**src/rtl/pms_defs.svh**
```systemverilog
// Constants for the power mode sequencer: register map, fields, codes, timing.
// Assumes a 100 MHz system clock and an 8-bit register port.
// Notes on behaviour
// Register retention timers-on wakes like memory retention.
// Tick wake uses short pre-start in two cases.
// No short pre-start if crystal was not running.
// Retention wakeup resumes execution, no system reset.
// Standby also wakes on radio and misc interrupts.
// Standby ignores the analog wakeup comparator.
// Standby stops processor clock, peripherals keep running.
// Standby exit resumes after about 100 ns.
// Standby keeps memories, regulator and crystal powered.
// Code 100 in power-down register enters register retention.
// Timers-on variant only with active low-frequency source.
// Firmware enables fast RC oscillator before deep sleep.
// Active mode powers everything and runs the processor; code enables oscillators per clock control, low-frequency clock per source.
// Timers-on retention wakes on pin, tick, comparator.
// Firmware writes the mode code into power-down register.
// Keep-crystal bit holds crystal on in retention.
// Crystal-active status bit shows crystal clocking system.
// Low-frequency variant sampled at entry, held until wake.
`ifndef PMS_DEFS_SVH
`define PMS_DEFS_SVH

// ==========================================================
// Register addresses
`define PMS_ADDR_CLK_CTRL   8'hA3
`define PMS_ADDR_PD_SEL     8'hA4
`define PMS_ADDR_LF_CTRL    8'hAD

// ==========================================================
// Reset values and fields
`define PMS_CLK_CTRL_RST    8'h00
`define PMS_LF_SRC_RST      3'h0
`define PMS_KEEP_XTAL_BIT   7
`define PMS_XSEL_HI         5
`define PMS_XSEL_LO         4
`define PMS_XSEL_RC_ONLY    2'h1
`define PMS_XSEL_XTAL_ONLY  2'h2
`define PMS_LF_LAST_ACTIVE  3'h4

// ==========================================================
// Power-down codes
`define PMS_CODE_ACTIVE     3'h0
`define PMS_CODE_REG_RET    3'h4
`define PMS_CODE_STANDBY    3'h7

// ==========================================================
// Timing
`define PMS_CNT_W           8
`define PMS_CLK_NS          10
`define PMS_STBY_NS         100
`define PMS_REGRET_NS       2000
`define PMS_SHORT_NS        200
`define PMS_STBY_CYC        (`PMS_STBY_NS / `PMS_CLK_NS)
`define PMS_REGRET_CYC      ((`PMS_REGRET_NS + `PMS_CLK_NS - 1) / `PMS_CLK_NS)
`define PMS_SHORT_CYC       ((`PMS_SHORT_NS + `PMS_CLK_NS - 1) / `PMS_CLK_NS)

`endif

```
**src/rtl/pms_pkg.sv**
```systemverilog
// Types for the power mode sequencer.
// Assumes pms_defs.svh is compiled alongside.
package pms_pkg;

  // ==========================================================
  // Sequencer states, one-hot
  typedef enum logic [3:0] {
    PMS_ACTIVE  = 4'h1,
    PMS_REG_RET = 4'h2,
    PMS_STANDBY = 4'h4,
    PMS_WAKE    = 4'h8
  } pms_state_t;

  // Synchronised wake and status inputs
  typedef struct packed {
    logic xtal_running;
    logic misc_interrupt;
    logic radio_interrupt;
    logic comp;
    logic tick;
    logic pin;
  } pms_wake_t;

  // Power and clock enables
  typedef struct packed {
    logic cpu_clk;
    logic voltage_regulator;
    logic memory;
    logic fast_crystal_oscillator;
    logic fast_rc_oscillator;
    logic low_freq_clock;
  } pms_pwr_t;

endpackage

```
**src/rtl/pms_top.sv**
```systemverilog
// Power mode sequencer: active, register retention and standby control.
// Assumes firmware on an 8-bit register port and on-chip wake sources
// arriving asynchronously.
//
// Chosen here: the address map and the address-and-strobe port.
`timescale 1ns/1ps
`include "pms_defs.svh"
module pms_top import pms_pkg::*; (
  // Clock and reset
  input  wire logic       sys_clk_in,
  input  wire logic       rst_n_in,
  // Register port
  input  wire logic [7:0] addr_in,
  input  wire logic [7:0] wdata_in,
  input  wire logic       wr_in,
  input  wire logic       rd_in,
  output logic      [7:0] rdata_out,
  // Wake sources and oscillator status
  input  wire logic       pin_wake_in,
  input  wire logic       tick_in,
  input  wire logic       comp_wake_in,
  input  wire logic       radio_interrupt_in,
  input  wire logic       misc_interrupt_in,
  input  wire logic       xtal_running_in,
  // Power control
  output pms_pwr_t        power_out,
  output pms_state_t      mode_out,
  output logic            short_prestart_out
);

  // ==========================================================
  // Helpers

  // Address match
  function automatic logic hit(input logic [7:0] a, input logic [7:0] ref_a);
    hit = (a == ref_a);
  endfunction

  // Selected low-frequency source counts as running
  function automatic logic lf_active(input logic [2:0] src);
    lf_active = (src <= `PMS_LF_LAST_ACTIVE);
  endfunction

  // ==========================================================
  // Input synchronisation

  logic [5:0] sync_raw;
  pms_wake_t  w;

  pms_sync u_sync (
    .sys_clk_in (sys_clk_in),
    .rst_n_in   (rst_n_in),
    .async_in   ({xtal_running_in, misc_interrupt_in, radio_interrupt_in,
                  comp_wake_in, tick_in, pin_wake_in}),
    .sync_out   (sync_raw)
  );

  assign w = pms_wake_t'(sync_raw);

  // ==========================================================
  // Register state

  logic [7:0]             system_clock_control;
  logic [2:0]             lf_src;
  logic [2:0]             pd_code;
  logic [2:0]             wake_flags;
  pms_state_t             state;
  logic                   timers_on;
  logic                   xtal_at_entry;
  logic [`PMS_CNT_W-1:0]  cnt;
  logic [1:0]             xsel;
  logic                   keep_xtal;

  assign xsel      = system_clock_control[`PMS_XSEL_HI:`PMS_XSEL_LO];
  assign keep_xtal = system_clock_control[`PMS_KEEP_XTAL_BIT];

  // ==========================================================
  // Decode

  logic wr_clk;
  logic wr_pd;
  logic wr_lf;
  logic rd_pd;
  logic enter_rr;
  logic enter_sb;

  assign wr_clk = wr_in && hit(addr_in, `PMS_ADDR_CLK_CTRL);
  assign wr_pd  = wr_in && hit(addr_in, `PMS_ADDR_PD_SEL);
  assign wr_lf  = wr_in && hit(addr_in, `PMS_ADDR_LF_CTRL);
  assign rd_pd  = rd_in && hit(addr_in, `PMS_ADDR_PD_SEL);

  // Mode entry on a code written as data
  assign enter_rr = (state == PMS_ACTIVE) && wr_pd &&
                    (wdata_in[2:0] == `PMS_CODE_REG_RET);
  assign enter_sb = (state == PMS_ACTIVE) && wr_pd &&
                    (wdata_in[2:0] == `PMS_CODE_STANDBY);

  // ==========================================================
  // Wake qualification

  logic rr_wake;
  logic sb_wake;
  logic tick_wake;
  logic use_short;

  // Pin always; tick and comparator only with timers running
  assign rr_wake = w.pin | (timers_on & (w.tick | w.comp));  // see R1

  // Standby adds radio and misc, drops the comparator
  assign sb_wake = w.pin | (timers_on & w.tick) |
                   w.radio_interrupt | w.misc_interrupt;  // see R5

  assign tick_wake = timers_on & w.tick;

  // Short pre-start only after a tick with a running crystal at entry
  assign use_short = tick_wake &&
                     ((xsel == `PMS_XSEL_RC_ONLY) || keep_xtal) &&
                     xtal_at_entry;

  // ==========================================================
  // Clock control register
  always_ff @(posedge sys_clk_in) begin
    if (!rst_n_in) begin
      system_clock_control <= `PMS_CLK_CTRL_RST;
    end else if (wr_clk) begin
      system_clock_control <= wdata_in;
    end
  end

  // Low-frequency source select
  always_ff @(posedge sys_clk_in) begin
    if (!rst_n_in) begin
      lf_src <= `PMS_LF_SRC_RST;
    end else if (wr_lf) begin
      lf_src <= wdata_in[2:0];
    end
  end

  // ==========================================================
  // Variant latch at retention or standby entry
  always_ff @(posedge sys_clk_in) begin
    if (!rst_n_in) begin
      timers_on     <= 1'b0;
      xtal_at_entry <= 1'b0;
    end else if (enter_rr || enter_sb) begin
      timers_on     <= lf_active(lf_src);  // see R11
      xtal_at_entry <= w.xtal_running;
    end
  end

  // ==========================================================
  // Mode sequencer
  always_ff @(posedge sys_clk_in) begin
    if (!rst_n_in) begin
      state              <= PMS_ACTIVE;
      cnt                <= '0;
      short_prestart_out <= 1'b0;
    end else begin
      case (state)
        PMS_ACTIVE: begin
          short_prestart_out <= 1'b0;
          if (enter_rr) begin
            state <= PMS_REG_RET;
          end else if (enter_sb) begin
            state <= PMS_STANDBY;
          end
        end
        PMS_REG_RET: begin
          if (rr_wake) begin
            state              <= PMS_WAKE;
            short_prestart_out <= use_short;
            cnt <= use_short ? `PMS_CNT_W'(`PMS_SHORT_CYC)
                             : `PMS_CNT_W'(`PMS_REGRET_CYC);
          end
        end
        PMS_STANDBY: begin
          if (sb_wake) begin
            state <= PMS_WAKE;
            cnt   <= `PMS_CNT_W'(`PMS_STBY_CYC);
          end
        end
        PMS_WAKE: begin
          // Return straight to execution, no system reset
          if (cnt <= `PMS_CNT_W'(1)) begin
            state <= PMS_ACTIVE;
          end else begin
            cnt <= cnt - `PMS_CNT_W'(1);
          end
        end
        default: begin
          state <= PMS_ACTIVE;
        end
      endcase
    end
  end

  assign mode_out = state;

  // ==========================================================
  // Mode code readback
  always_ff @(posedge sys_clk_in) begin
    if (!rst_n_in) begin
      pd_code <= `PMS_CODE_ACTIVE;
    end else if (enter_rr || enter_sb) begin
      pd_code <= wdata_in[2:0];
    end else if (state == PMS_WAKE && cnt <= `PMS_CNT_W'(1)) begin
      pd_code <= `PMS_CODE_ACTIVE;
    end
  end

  // ==========================================================
  // Wake cause flags: set wins over read clear and entry clear
  logic [2:0] flag_set;

  assign flag_set = (state == PMS_REG_RET && rr_wake) ?
                      {w.pin, tick_wake, timers_on & w.comp} :
                    (state == PMS_STANDBY && sb_wake) ?
                      {w.pin, tick_wake, 1'b0} : 3'h0;

  always_ff @(posedge sys_clk_in) begin
    if (!rst_n_in) begin
      wake_flags <= 3'h0;
    end else if (rd_pd || enter_rr || enter_sb) begin
      wake_flags <= flag_set;
    end else begin
      wake_flags <= wake_flags | flag_set;
    end
  end

  // ==========================================================
  // Power enables per state
  always_ff @(posedge sys_clk_in) begin
    if (!rst_n_in) begin
      power_out <= '{cpu_clk: 1'b1, voltage_regulator: 1'b1, memory: 1'b1,
                     fast_crystal_oscillator: 1'b1, fast_rc_oscillator: 1'b1,
                     low_freq_clock: 1'b1};
    end else begin
      case (state)
        PMS_REG_RET: begin
          power_out.cpu_clk                 <= 1'b0;
          power_out.voltage_regulator       <= 1'b0;
          power_out.memory                  <= 1'b0;
          power_out.fast_crystal_oscillator <= keep_xtal;
          power_out.fast_rc_oscillator      <= 1'b0;
          power_out.low_freq_clock          <= timers_on;
        end
        PMS_STANDBY: begin
          power_out.cpu_clk                 <= 1'b0;
          power_out.voltage_regulator       <= 1'b1;
          power_out.memory                  <= 1'b1;
          power_out.fast_crystal_oscillator <= 1'b1;
          power_out.fast_rc_oscillator      <= 1'b0;
          power_out.low_freq_clock          <= timers_on;
        end
        PMS_WAKE: begin
          power_out.cpu_clk                 <= 1'b0;
          power_out.voltage_regulator       <= 1'b1;
          power_out.memory                  <= 1'b1;
          power_out.fast_crystal_oscillator <= (xsel != `PMS_XSEL_RC_ONLY);
          power_out.fast_rc_oscillator      <= (xsel != `PMS_XSEL_XTAL_ONLY);
          power_out.low_freq_clock          <= lf_active(lf_src);
        end
        default: begin
          power_out.cpu_clk                 <= 1'b1;
          power_out.voltage_regulator       <= 1'b1;
          power_out.memory                  <= 1'b1;
          power_out.fast_crystal_oscillator <= (xsel != `PMS_XSEL_RC_ONLY);
          power_out.fast_rc_oscillator      <= (xsel != `PMS_XSEL_XTAL_ONLY);
          power_out.low_freq_clock          <= lf_active(lf_src);
        end
      endcase
    end
  end

  // ==========================================================
  // Read data, valid only the cycle after the strobe
  always_ff @(posedge sys_clk_in) begin
    if (!rst_n_in) begin
      rdata_out <= 8'h00;
    end else if (!rd_in) begin
      rdata_out <= 8'h00;
    end else if (hit(addr_in, `PMS_ADDR_CLK_CTRL)) begin
      rdata_out <= system_clock_control;
    end else if (hit(addr_in, `PMS_ADDR_PD_SEL)) begin
      rdata_out <= {wake_flags, 2'h0, pd_code};
    end else if (hit(addr_in, `PMS_ADDR_LF_CTRL)) begin
      rdata_out <= {4'h0, w.xtal_running, lf_src};
    end else begin
      rdata_out <= 8'h00;
    end
  end

  // ==========================================================
  // Checks

  // Code 100 enters register retention
  property p_rr_entry;
    @(posedge sys_clk_in) disable iff (!rst_n_in)
    (state == PMS_ACTIVE && wr_pd && wdata_in[2:0] == 3'h4) |=> (state == PMS_REG_RET);
  endproperty
  a_rr_entry: assert property (p_rr_entry) else $error("retention not entered");

  // Variant latched from source select at entry
  property p_variant;
    @(posedge sys_clk_in) disable iff (!rst_n_in)
    enter_rr |=> (timers_on == ($past(lf_src) <= 3'h4));
  endproperty
  a_variant: assert property (p_variant) else $error("variant latch wrong");

  // Tick ignored in timers-off retention
  property p_rr_tick_off;
    @(posedge sys_clk_in) disable iff (!rst_n_in)
    (state == PMS_REG_RET && !timers_on && !w.pin) |=> (state == PMS_REG_RET);
  endproperty
  a_rr_tick_off: assert property (p_rr_tick_off) else $error("bad retention wake");

  // Comparator alone does not end standby
  property p_sb_no_comp;
    @(posedge sys_clk_in) disable iff (!rst_n_in)
    (state == PMS_STANDBY && !w.pin && !(timers_on && w.tick) &&
     !w.radio_interrupt && !w.misc_interrupt) |=> (state == PMS_STANDBY);
  endproperty
  a_sb_no_comp: assert property (p_sb_no_comp) else $error("standby left wrongly");

  // Radio interrupt ends standby next cycle, back to active after ten wake cycles
  property p_sb_radio;
    @(posedge sys_clk_in) disable iff (!rst_n_in)
    (state == PMS_STANDBY && w.radio_interrupt) |=> (state == PMS_WAKE) ##10 (state == PMS_ACTIVE);
  endproperty
  a_sb_radio: assert property (p_sb_radio) else $error("standby exit timing");

  // Standby stops the processor clock and keeps supplies
  property p_sb_power;
    @(posedge sys_clk_in) disable iff (!rst_n_in)
    (state == PMS_STANDBY) |=> (!power_out.cpu_clk && power_out.voltage_regulator &&
                                power_out.memory && power_out.fast_crystal_oscillator);
  endproperty
  a_sb_power: assert property (p_sb_power) else $error("standby power wrong");

  // Crystal held in retention only by the keep bit
  property p_keep_xtal;
    @(posedge sys_clk_in) disable iff (!rst_n_in)
    (state == PMS_REG_RET) |=> (power_out.fast_crystal_oscillator == $past(keep_xtal));
  endproperty
  a_keep_xtal: assert property (p_keep_xtal) else $error("crystal keep wrong");

  // Short pre-start needs crystal running at entry
  property p_short;
    @(posedge sys_clk_in) disable iff (!rst_n_in)
    (state == PMS_WAKE && short_prestart_out) |-> xtal_at_entry;
  endproperty
  a_short: assert property (p_short) else $error("short pre-start misuse");

  // Active mode runs the processor with memory and regulator on
  property p_active;
    @(posedge sys_clk_in) disable iff (!rst_n_in)
    (state == PMS_ACTIVE) |=> (power_out.cpu_clk && power_out.memory &&
                               power_out.voltage_regulator);
  endproperty
  a_active: assert property (p_active) else $error("active power wrong");

  // Crystal status readback follows the synchronised input
  property p_xtal_read;
    @(posedge sys_clk_in) disable iff (!rst_n_in)
    (rd_in && addr_in == 8'hAD) |=> (rdata_out[3] == $past(w.xtal_running));
  endproperty
  a_xtal_read: assert property (p_xtal_read) else $error("status bit wrong");

endmodule // pms_top

```
**src/rtl/pms_sync.sv**
```systemverilog
// Three-stage input synchroniser with agreement filter.
// Assumes asynchronous inputs and one system clock.
`timescale 1ns/1ps
module pms_sync (
  // Clock and reset
  input  wire logic       sys_clk_in,
  input  wire logic       rst_n_in,
  // Data
  input  wire logic [5:0] async_in,
  output logic      [5:0] sync_out
);

  logic [5:0] q1;
  logic [5:0] q2;
  logic [5:0] q3;

  // Shift chain; first stage feeds only the second
  always_ff @(posedge sys_clk_in) begin
    if (!rst_n_in) begin
      q1 <= 6'h00;
      q2 <= 6'h00;
      q3 <= 6'h00;
    end else begin
      q1 <= async_in;
      q2 <= q1;
      q3 <= q2;
    end
  end

  // Accept a change once stages two and three agree
  always_ff @(posedge sys_clk_in) begin
    if (!rst_n_in) begin
      sync_out <= 6'h00;
    end else begin
      sync_out <= (~(q2 ^ q3) & q3) | ((q2 ^ q3) & sync_out);
    end
  end

endmodule // pms_sync

```
**config.mk**
```make
export PLATFORM = sky130hd
export DESIGN_NAME = pms_top
export DESIGN_NICKNAME = d
export VERILOG_FILES = /design/src/rtl/pms_pkg.sv /design/src/rtl/pms_top.sv /design/src/rtl/pms_sync.sv
export VERILOG_INCLUDE_DIRS = /design/src /design/src/rtl
export SDC_FILE = /design/constraint.sdc
export NUM_CORES = 1
export LEC_CHECK = 0
export ABC_AREA = 1
export BUFFER_PORTS_ARGS = -buffer_cell sky130_fd_sc_hd__buf_2
export CELL_PAD_IN_SITES_DETAIL_PLACEMENT = 0
export CELL_PAD_IN_SITES_GLOBAL_PLACEMENT = 2
export CORE_ASPECT_RATIO = 0.7
export CORE_MARGIN = 2
export CORE_UTILIZATION = 25
export CTS_BUF_LIST = sky130_fd_sc_hd__clkbuf_4 sky130_fd_sc_hd__clkbuf_8
export CTS_CLUSTER_SIZE = 14
export DETAILED_ROUTE_END_ITERATION = 10
export PLACE_DENSITY = 0.75
export SLEW_MARGIN = 15
export SYNTH_ARGS = -nofsm -noshare
export SYNTH_HDL_FRONTEND = slang
export SYNTH_SLANG_ARGS = --single-unit
```
**constraint.sdc**
```tcl
create_clock -name sys_clk_in -period 1.3 [get_ports sys_clk_in]
set_clock_uncertainty 0.05 [all_clocks]
set_input_delay 0.26 -clock sys_clk_in [delete_from_list [all_inputs] [get_ports sys_clk_in]]
set_output_delay 0.26 -clock sys_clk_in [all_outputs]
set_load 0.01 [all_outputs]
```
**After elaboration in Yosys (flattened, before gate mapping)**

Index checks and enable logic that the tools add are counted.

- Register bits: 70
- Input port bits: 26
- Word-level logic and storage cells: 99
- Output and inout port bits: 19

- Add/subtract/negate cells: 1
- Mux-type cells: 22
- Equality and inequality tests: 17
- Reduce and logical (&&, ||, !) cells: 23
- Bitwise logic cells: 14
- $lt $le $gt $ge: 2

Operators by type and width:

| operator | count |
|---|---|
| $mux W8 | 6 |
| $eq A8 B8 Y1 const B | 3 |
| $mux W4 | 6 |
| $pmux W8 S3 | 1 |
| $pmux W6 S3 | 1 |
| $pmux W4 S4 | 1 |
| $mux W3 | 5 |
| $and A6 B6 Y6 | 2 |
| $logic_and A1 B1 Y1 | 12 |
| $ne A2 B2 Y1 const B | 5 |
| $le A8 B1 Y1 const B | 1 |
| $reduce_and A4 Y1 | 2 |
| $sub A8 B1 Y8 const B | 1 |
| $eq A3 B3 Y1 const B | 2 |
| $not A6 Y6 | 1 |
| $or A6 B6 Y6 | 1 |
| $xor A6 B6 Y6 | 1 |
| $or A1 B1 Y1 | 5 |
| $eq A4 B1 Y1 const B | 1 |
| $eq A4 B2 Y1 const B | 1 |
| $eq A4 B3 Y1 const B | 1 |
| $eq A4 B4 Y1 const B | 1 |
| $logic_or A1 B1 Y1 | 4 |
| $reduce_and A2 Y1 | 2 |
| 10 further kinds | 13 |

**Longest topological paths before layout**

Gate-level depths: netlist (run 1).

- Depth in word-level cells: 9
- Gate-level depth with buffers: 10
- Gate-level depth less buffers: 10

**By module**

From an unflattened synthesis (run 1), not the netlist that was laid out.

- Cell total of the unflattened synthesis: 398
- Area total of the unflattened synthesis: 2965.3 um^2

Modules (own cells, without submodules):

| module | sequential area each (um^2) | area an instance (um^2) | instances | cells an instance |
|---|---|---|---|---|
| pms_top | 900.9 | 2235.9 | 1 | 318 |
| pms_sync | 480.5 | 729.4 | 1 | 80 |

**Least setup slack after synthesis (run 1)**

No wires, ideal clock.

- Path type: register -> register
- Start point: reg cnt[0]
- End point: reg cnt[3]
- Path slack: -0.100 ns
- Library setup time: 0.116 ns
- Stages on the path, launching flop included: 10
- Clock period less this slack: 1.400 ns
- Required time: 1.134 ns
- Buffers on the path: 0
- Arrival: 1.234 ns
- Cell sequence: dfxtp_1 -> inv_1 -> ha_1 -> nor2_1 -> nor2_1 -> nand2_1 -> nand2_2 -> nand2_4 -> o21ai_0 -> nor2_1

- Cells in the longest elaborated chain, start to end: 3
- Elaborated cells on any way between the ends: 6
- Classes of those cells: 1 x add/sub; 1 x order compare; 1 x eq/ne; 2 x mux; 1 x reduce/logical

Ends and longest elaborated chain:

| item | RTL line | RTL |
|---|---|---|
| from (decl) | pms_top.sv:70 | `` logic [`PMS_CNT_W-1:0] cnt; `` |
| from (signal assigned) | pms_top.sv:172 | `` cnt <= use_short ? `PMS_CNT_W'(`PMS_SHORT_CYC) `` |
| from (signal assigned) | pms_top.sv:179 | `` cnt <= `PMS_CNT_W'(`PMS_STBY_CYC); `` |
| from (signal assigned) | pms_top.sv:187 | `` cnt <= cnt - `PMS_CNT_W'(1); `` |
| $sub A8 B1 Y8 / $le A8 B1 Y1 (equally long branches) | pms_top.sv:187, pms_top.sv:184 |  |
| $mux W8 / $ne A2 B2 Y1 (equally long branches) | n/a |  |
| $pmux W8 S3 / $reduce_and A4 Y1 (equally long branches) | n/a |  |

Several ways; a longest one is shown, not always the timed one. The select of a mux whose other input is x is not followed.
A chain may end at the register's enable or synchronous reset.

**Final worst setup path (run 1)**

- Start point: reg state[0], in the netlist mode_out[0]
- End point: out mode_out[0]

RTL lines:

| item | RTL line | RTL |
|---|---|---|
| from (decl) | pms_top.sv:67 | `pms_state_t state;` |
| from (signal assigned) | pms_top.sv:155 | `state <= PMS_ACTIVE;` |
| from (signal assigned) | pms_top.sv:163 | `state <= PMS_REG_RET;` |
| from (signal assigned) | pms_top.sv:165 | `state <= PMS_STANDBY;` |
| to (decl) | pms_top.sv:27 | `output pms_state_t mode_out,` |

No word-level cell between the ends.

==> results.sh, run 1 <==
export IMPL_status="finished with violations"
export IMPL_violations="negative setup slack"
export IMPL_ys_warn_count=0
export IMPL_yosysTopAreaCell="dfxtp_1"
export IMPL_slew_limit_headroom_pct=69.3
export IMPL_synthCells=405
export IMPL_start_util_pct=25.3
export IMPL_critPathKind="flop to output pin"
export IMPL_syn_avg_cell_area_um2=7.26
export IMPL_grtUsageTotal_pct=13.5
export IMPL_wl_per_cell_um=11.8
export IMPL_via_per_inst=4.14
export IMPL_routed_wl_um=7940
export IMPL_io_pins=45
export IMPL_reg2reg_from="mode_out[2]"
export IMPL_first_global_vias=2608
export IMPL_p_per_area_nw_per_um2=1010
export IMPL_die_area_um2=12700
export IMPL_clk_latency_ns=0.35
export IMPL_row_count=33
export IMPL_cts_clk_slew_worst_paths_ns=0.08
export IMPL_clock_sinks=69
export IMPL_max_freq_mhz=713
export IMPL_postCtsHoldBufs=0
export IMPL_irDropWorstVdd_v=0.000518
export IMPL_drt_iter0_drc=146
export IMPL_clockBufferDepth=2
export IMPL_worst_r2r_path_depth=8
export IMPL_grt_overflow_total=0
export IMPL_synthFlopType="dfxtp_1"
export IMPL_worstHoldStart="tick_in"
export IMPL_grt_max_degree=17
export IMPL_post_route_util_pct=37.8
export IMPL_tightestPinTransition_ns=0.458
export IMPL_post_route_min_period_ns=1.40
export IMPL_async_flop_share_pct=0
export IMPL_yosys_top_cells_area="dfxtp_1 (47%), nand2_1 (12%), nor2_1 (7.2%)"
export IMPL_cts_tree="yes"
export IMPL_drc=0
export IMPL_synth_top_cell_area_share_pct=47.0
export IMPL_hold_path_depth=3
export IMPL_h_tree_depth=3
export IMPL_ant_nets=0
export IMPL_syn_num_nets=433
export IMPL_synth_cell_types=30
export IMPL_setup_viol=19
export IMPL_cp_start_kind="flop"
export IMPL_fp_dieW_um=134
export IMPL_cp_arrival_ns=1.09
export IMPL_io_buffer_count=44
export IMPL_antenna_found_initial=0
export IMPL_vias=2801
export IMPL_timing_hold_violations_final=0
export IMPL_cp_max_fo=3
export IMPL_synth_seq_cells=69
export IMPL_total_power_mw=4.42
export IMPL_grt_pass1_wl_um=13000
export IMPL_hold_path_class="input port to flop"
export IMPL_cts_buffers=9
export IMPL_gp_congestion=0.846
export IMPL_synth_area_um2=2940
export IMPL_timing_final_crit_share_pct=108
export IMPL_crit_path_end_kind="output pin"
export IMPL_drive_above_1_share_pct=40.3
export IMPL_antennaDiodeCount=0
export IMPL_cap_violations=0
export IMPL_clockRootBuffer="clkbuf_8"
export IMPL_required_ns=0.99
export IMPL_dieHeight_um=94.7
export IMPL_area_growth_synth_to_final_pct=49.1
export IMPL_first_pass_iters=4
export IMPL_nFillCells=1232
export IMPL_ys_seq_area_share_pct=47.0
export IMPL_p_leak_nw=2.10
export IMPL_dp_hpwl_um=5980
export IMPL_fin_nets=542
export IMPL_cp_startpoint="mode_out[0]"
export IMPL_rsz0062_at_grt="yes"
export IMPL_setup_slack_ns=-0.102
export IMPL_core_area_um2=11600
export IMPL_drv_slew=0
export IMPL_synth_edff_count=0
==> final cells by class <==
type | count | area (um^2) | share of cell area (%)
multi-input combinational | 270 | 1580 | 36.1
sequential | 69 | 1410 | 32.1
timing repair buffer | 105 | 719 | 16.4
inverter | 59 | 240 | 5.48
tap | 157 | 196 | 4.48
clock buffer | 9 | 124 | 2.83
clock inverter | 7 | 114 | 2.60
==> through the flow <==
stage                     worst slack (ns)  area (um^2)  hold WS (ns)  setup TNS (ns)  std cells
final                               -0.102         4380        0.0413           -1.01        676
after global routing                -0.154         4380        0.0340           -2.47        676
after CTS                          -0.0998         4150        0.0199          -0.951        674
after detailed placement            -0.149         3760         0.350           -2.43        655
after global placement              -0.147         3760         0.344           -1.89        655
after floorplan                     0.0187         2960         0.308               0        405
==> layout by cell type (no fill, tap or decap), drive strengths merged <==
cell,Yosys,layout
buf,3,105
nand2,100,100
dfxtp,69,69
nor2,64,64
inv,58,58
o21ai,36,36
nand3,31,31
a21oi,23,23
clkbuf,5,9
nor3,5,5
clkinv,1,5
nand4,3,3
bufinv,0,3
o211ai,1,2
ha,2,2
or2,1,1
and2,1,1
o2111ai,1,1
and3,1,1
==> path summary, 6_finish.rpt <==
check | slack [ns] | end
worst max-delay path | -0.10 | mode_out[0]
worst min-delay path | 0.04 | u_sync.q1[1]
worst min register to register | 0.36 | u_sync.q2[0]
worst max register to register | -0.07 | cnt[5]
==> worst max-delay path: stages, from the launching register on <==
cell,delay [ns]
dfxtp_4,0.37
buf_4,0.13
buf_4,0.12
buf_2,0.13
==> power by group <==
group          total, mW  leakage [nW]  switching (mW)  internal, mW
registers           2.13         0.564         0.00958          2.13
clock network       2.10         0.123           0.832          1.27
logic              0.185          1.41           0.108        0.0767
==> cells in the mapped netlist (2+ instances only) <==
cell	number
nand4_1	3
inv_2	2
a21oi_2	2
nor2_1	56
a21oi_1	21
dfxtp_1	69
inv_4	2
nor2_2	4
nor2_8	2
inv_1	54
nand2_2	4
nand2_1	95
nand3_1	27
nor2_4	2
o21ai_0	24
nor3_1	5
ha_1	2
clkbuf_1	5
o21ai_1	12
nand3_2	4
==> per-layer routing <==
metal	vias up	share of wire, %	track usage (%)
met3	11	4.5	4.24
met5	-	0	0
met4	0	1.4	4.70
met1	1238	57	20.4
met2	47	37	17.6
li1	1505	-	-
==> cell families after synthesis <==
logic type,Yosys count,share of synthesized area (%)
AO/OA/AOI/OAI,61,11.3
adder cells (fa/ha/maj),2,0.851
AND/OR/NAND/NOR,206,31.6
buffers and inverters,67,9.24
flip-flops,69,47.0
==> registers in the layout, indices dropped and copies added, names as in the netlist, named ones only <==
| signal | cells |
|---|---|
| timers_on | 1 |
| wake_flags | 3 |
| u_sync.q1 | 6 |
| short_prestart_out | 1 |
| power_out | 5 |
| pd_code | 3 |
| u_sync.q3 | 6 |
| lf_src | 3 |
| mode_out | 4 |
| rdata_out | 8 |
| system_clock_control | 8 |
| xtal_at_entry | 1 |
| u_sync.q2 | 6 |
| cnt | 8 |
==> timing repair <==
action / 4_1_cts / 5_1_grt
setup buffers: 2 / 3
resized for setup: 36 / 64
pin swaps: 15 / 28
cloned: 1 / 0
endpoints found under the setup margin: 23 / 23
Note: power is estimated with default switching activity, not from simulation.
==> run 2, diff against run 1 <==
Settings changed: CELL_PAD_IN_SITES_GLOBAL_PLACEMENT 2 to 1, PLACE_DENSITY 0.75 to 0.63, SLEW_MARGIN 15 to unset.
==> results.sh, run 2 (synthesis gave the netlist of run 1 again) <==
export IMPL_irDropWorstVdd_v=0.000506
export IMPL_top_usage_layer="met1"
export IMPL_area_growth_synth_to_final_pct=46.1
export IMPL_critPathKind="flop to flop"
export IMPL_vias=2799
export IMPL_cp_start_kind="flop"
export IMPL_post_route_min_period_ns=1.39
export IMPL_tightestPinTransition_ns=0.489
export IMPL_final_cell_mix="nand2_1 (87), dfxtp_1 (61), inv_1 (48), buf_4 (48), buf_2 (41)"
export IMPL_gr_usage_met1_pct=19.5
export IMPL_cts_buffers=9
export IMPL_fin_nets=534
export IMPL_cp_cell_sequence="inv_6 > nor2_4 > nand2_4 > nor2_4 > nand3_2 > nand2_1 > nand2_1 > and3_1"
export IMPL_stdcell_count=668
export IMPL_pwr_share_comb_pct=3.9
export IMPL_clockBufferDepth=2
export IMPL_fin_area_um2=4290
export IMPL_row_count=33
export IMPL_clock_sinks=69
export IMPL_cp_max_fo=4
export IMPL_setup_viol=22
export IMPL_max_freq_mhz=719
export IMPL_first_pass_iters=5
export IMPL_p_sw_uw=955
export IMPL_post_route_util_pct=37.0
export IMPL_gp_congestion=0.848
export IMPL_pre_cts_ws_ns=-0.108
export IMPL_grt_max_degree=17
export IMPL_cts_tree="yes"
export IMPL_timing_final_crit_share_pct=107
export IMPL_dieHeight_um=94.7
export IMPL_io_buffer_count=44
export IMPL_grt_util_met2_pct=17.2
export IMPL_seqPwrFrac_pct=47.7
export IMPL_die_area_um2=12700
export IMPL_violations="negative setup slack"
export IMPL_antennaDiodeCount=0
export IMPL_met3_usage_pct=3.49
export IMPL_first_global_vias=2473
export IMPL_drive_above_1_share_pct=38.9
export IMPL_h_tree_depth=3
export IMPL_rsz0062_at_grt="yes"
export IMPL_layout_commonest_cell="nand2_1"
export IMPL_cp_slowest_stage_delay_ns=0.40
export IMPL_via_per_inst=4.19
export IMPL_fp_dieW_um=134
export IMPL_swShare_pct=21.3
export IMPL_grtUsageTotal_pct=12.9
export IMPL_worst_path_max_delay_cell="dfxtp_4"
export IMPL_p_per_area_nw_per_um2=1040
export IMPL_clockRootBuffer="clkbuf_8"
export IMPL_hold_path_class="input port to flop"
export IMPL_top_regs="cnt: 8 flops, rdata_out: 8 flops, system_clock_control: 8 flops"
export IMPL_drv_slew=0
export IMPL_drt_iter0_drc=126
export IMPL_fin_tns_setup_ns=-0.903
export IMPL_core_area_um2=11600
export IMPL_antenna_found_initial=0
export IMPL_required_ns=1.50
export IMPL_start_util_pct=25.3
export IMPL_grt_pass1_wl_um=12500
export IMPL_dpl_cell_count=648
export IMPL_setup_slack_ns=-0.0904
export IMPL_nFillCells=1239
export IMPL_drc=0
export IMPL_wl_per_cell_um=11.5
export IMPL_grt_overflow_total=0
export IMPL_total_power_mw=4.48
export IMPL_r2r_slack_ns=-0.09
export IMPL_p_leak_nw=2.03
export IMPL_slew_limit_headroom_pct=67.3
export IMPL_ant_nets=0
export IMPL_hold_worst_slack_ns=0.0432
export IMPL_routed_wl_um=7700
export IMPL_crit_path_end_kind="flop"
export IMPL_dp_hpwl_um=5760
export IMPL_cts_clk_slew_worst_paths_ns=0.08
export IMPL_internal_power_mw=3.52
export IMPL_timing_hold_violations_final=0
export IMPL_clk_latency_ns=0.35
export IMPL_placedInstanceArea_um2=3710
export IMPL_io_pins=45
export IMPL_pwr_share_clk_pct=48.4
export IMPL_cp_arrival_ns=1.59
export IMPL_cap_violations=0
export IMPL_status="finished with violations"
[run 2: repair_timing]
item                       in CTS  in global routing
resized for setup              17                 74
setup endpoints to repair      24                 26
pin swaps                       4                 25
gates cloned                    1                  0
hold buffers                    0                  0
buffers inserted                1                  2
[run 2: layout make-up]
type | instances | area (um^2) | area share [%]
Multi-Input combinational cell | 270 | 1560 | 36.2
Sequential cell | 69 | 1400 | 32.6
Timing Repair Buffer | 97 | 656 | 15.3
Inverter | 59 | 239 | 5.57
Tap cell | 157 | 196 | 4.57
Clock buffer | 10 | 138 | 3.21
Clock inverter | 6 | 109 | 2.53
[run 2: power by group through the flow]
| stage | Combinational, mW | Clock, mW | Sequential, mW |
|---|---|---|---|
| after global routing | 0.197 | 2.33 | 2.14 |
| after floorplan | 0.0824 | 0 | 2.19 |
| final | 0.174 | 2.17 | 2.14 |
| after CTS | 0.172 | 2.24 | 2.14 |
| after global placement | 0.167 | 0 | 2.19 |
| after detailed placement | 0.169 | 0 | 2.19 |
[run 2: final timing paths]
path	from	to	cells past startpoint
hold reg to reg	u_sync.q1[5]	u_sync.q2[5]	2
setup reg to reg	mode_out[0]	mode_out[2]	8
hold / removal	radio_interrupt_in	u_sync.q1[3]	3
setup / recovery	mode_out[0]	mode_out[2]	8
[run 2: metal layers]
metal | part of all wire [%] | up-vias | wire, um
li1 | - | 1486 | -
met1 | 54 | 1255 | 4170
met2 | 40 | 49 | 3050
met3 | 5.1 | 9 | 389
met4 | 1.1 | 0 | 88
met5 | 0 | - | 0
[run 2: worst max-delay path, delay by kind of cell (launching register included)]
kind	cells	cell delay [ns]
buf+inv	1	0.05
flops	1	0.40
simple gates	7	0.78
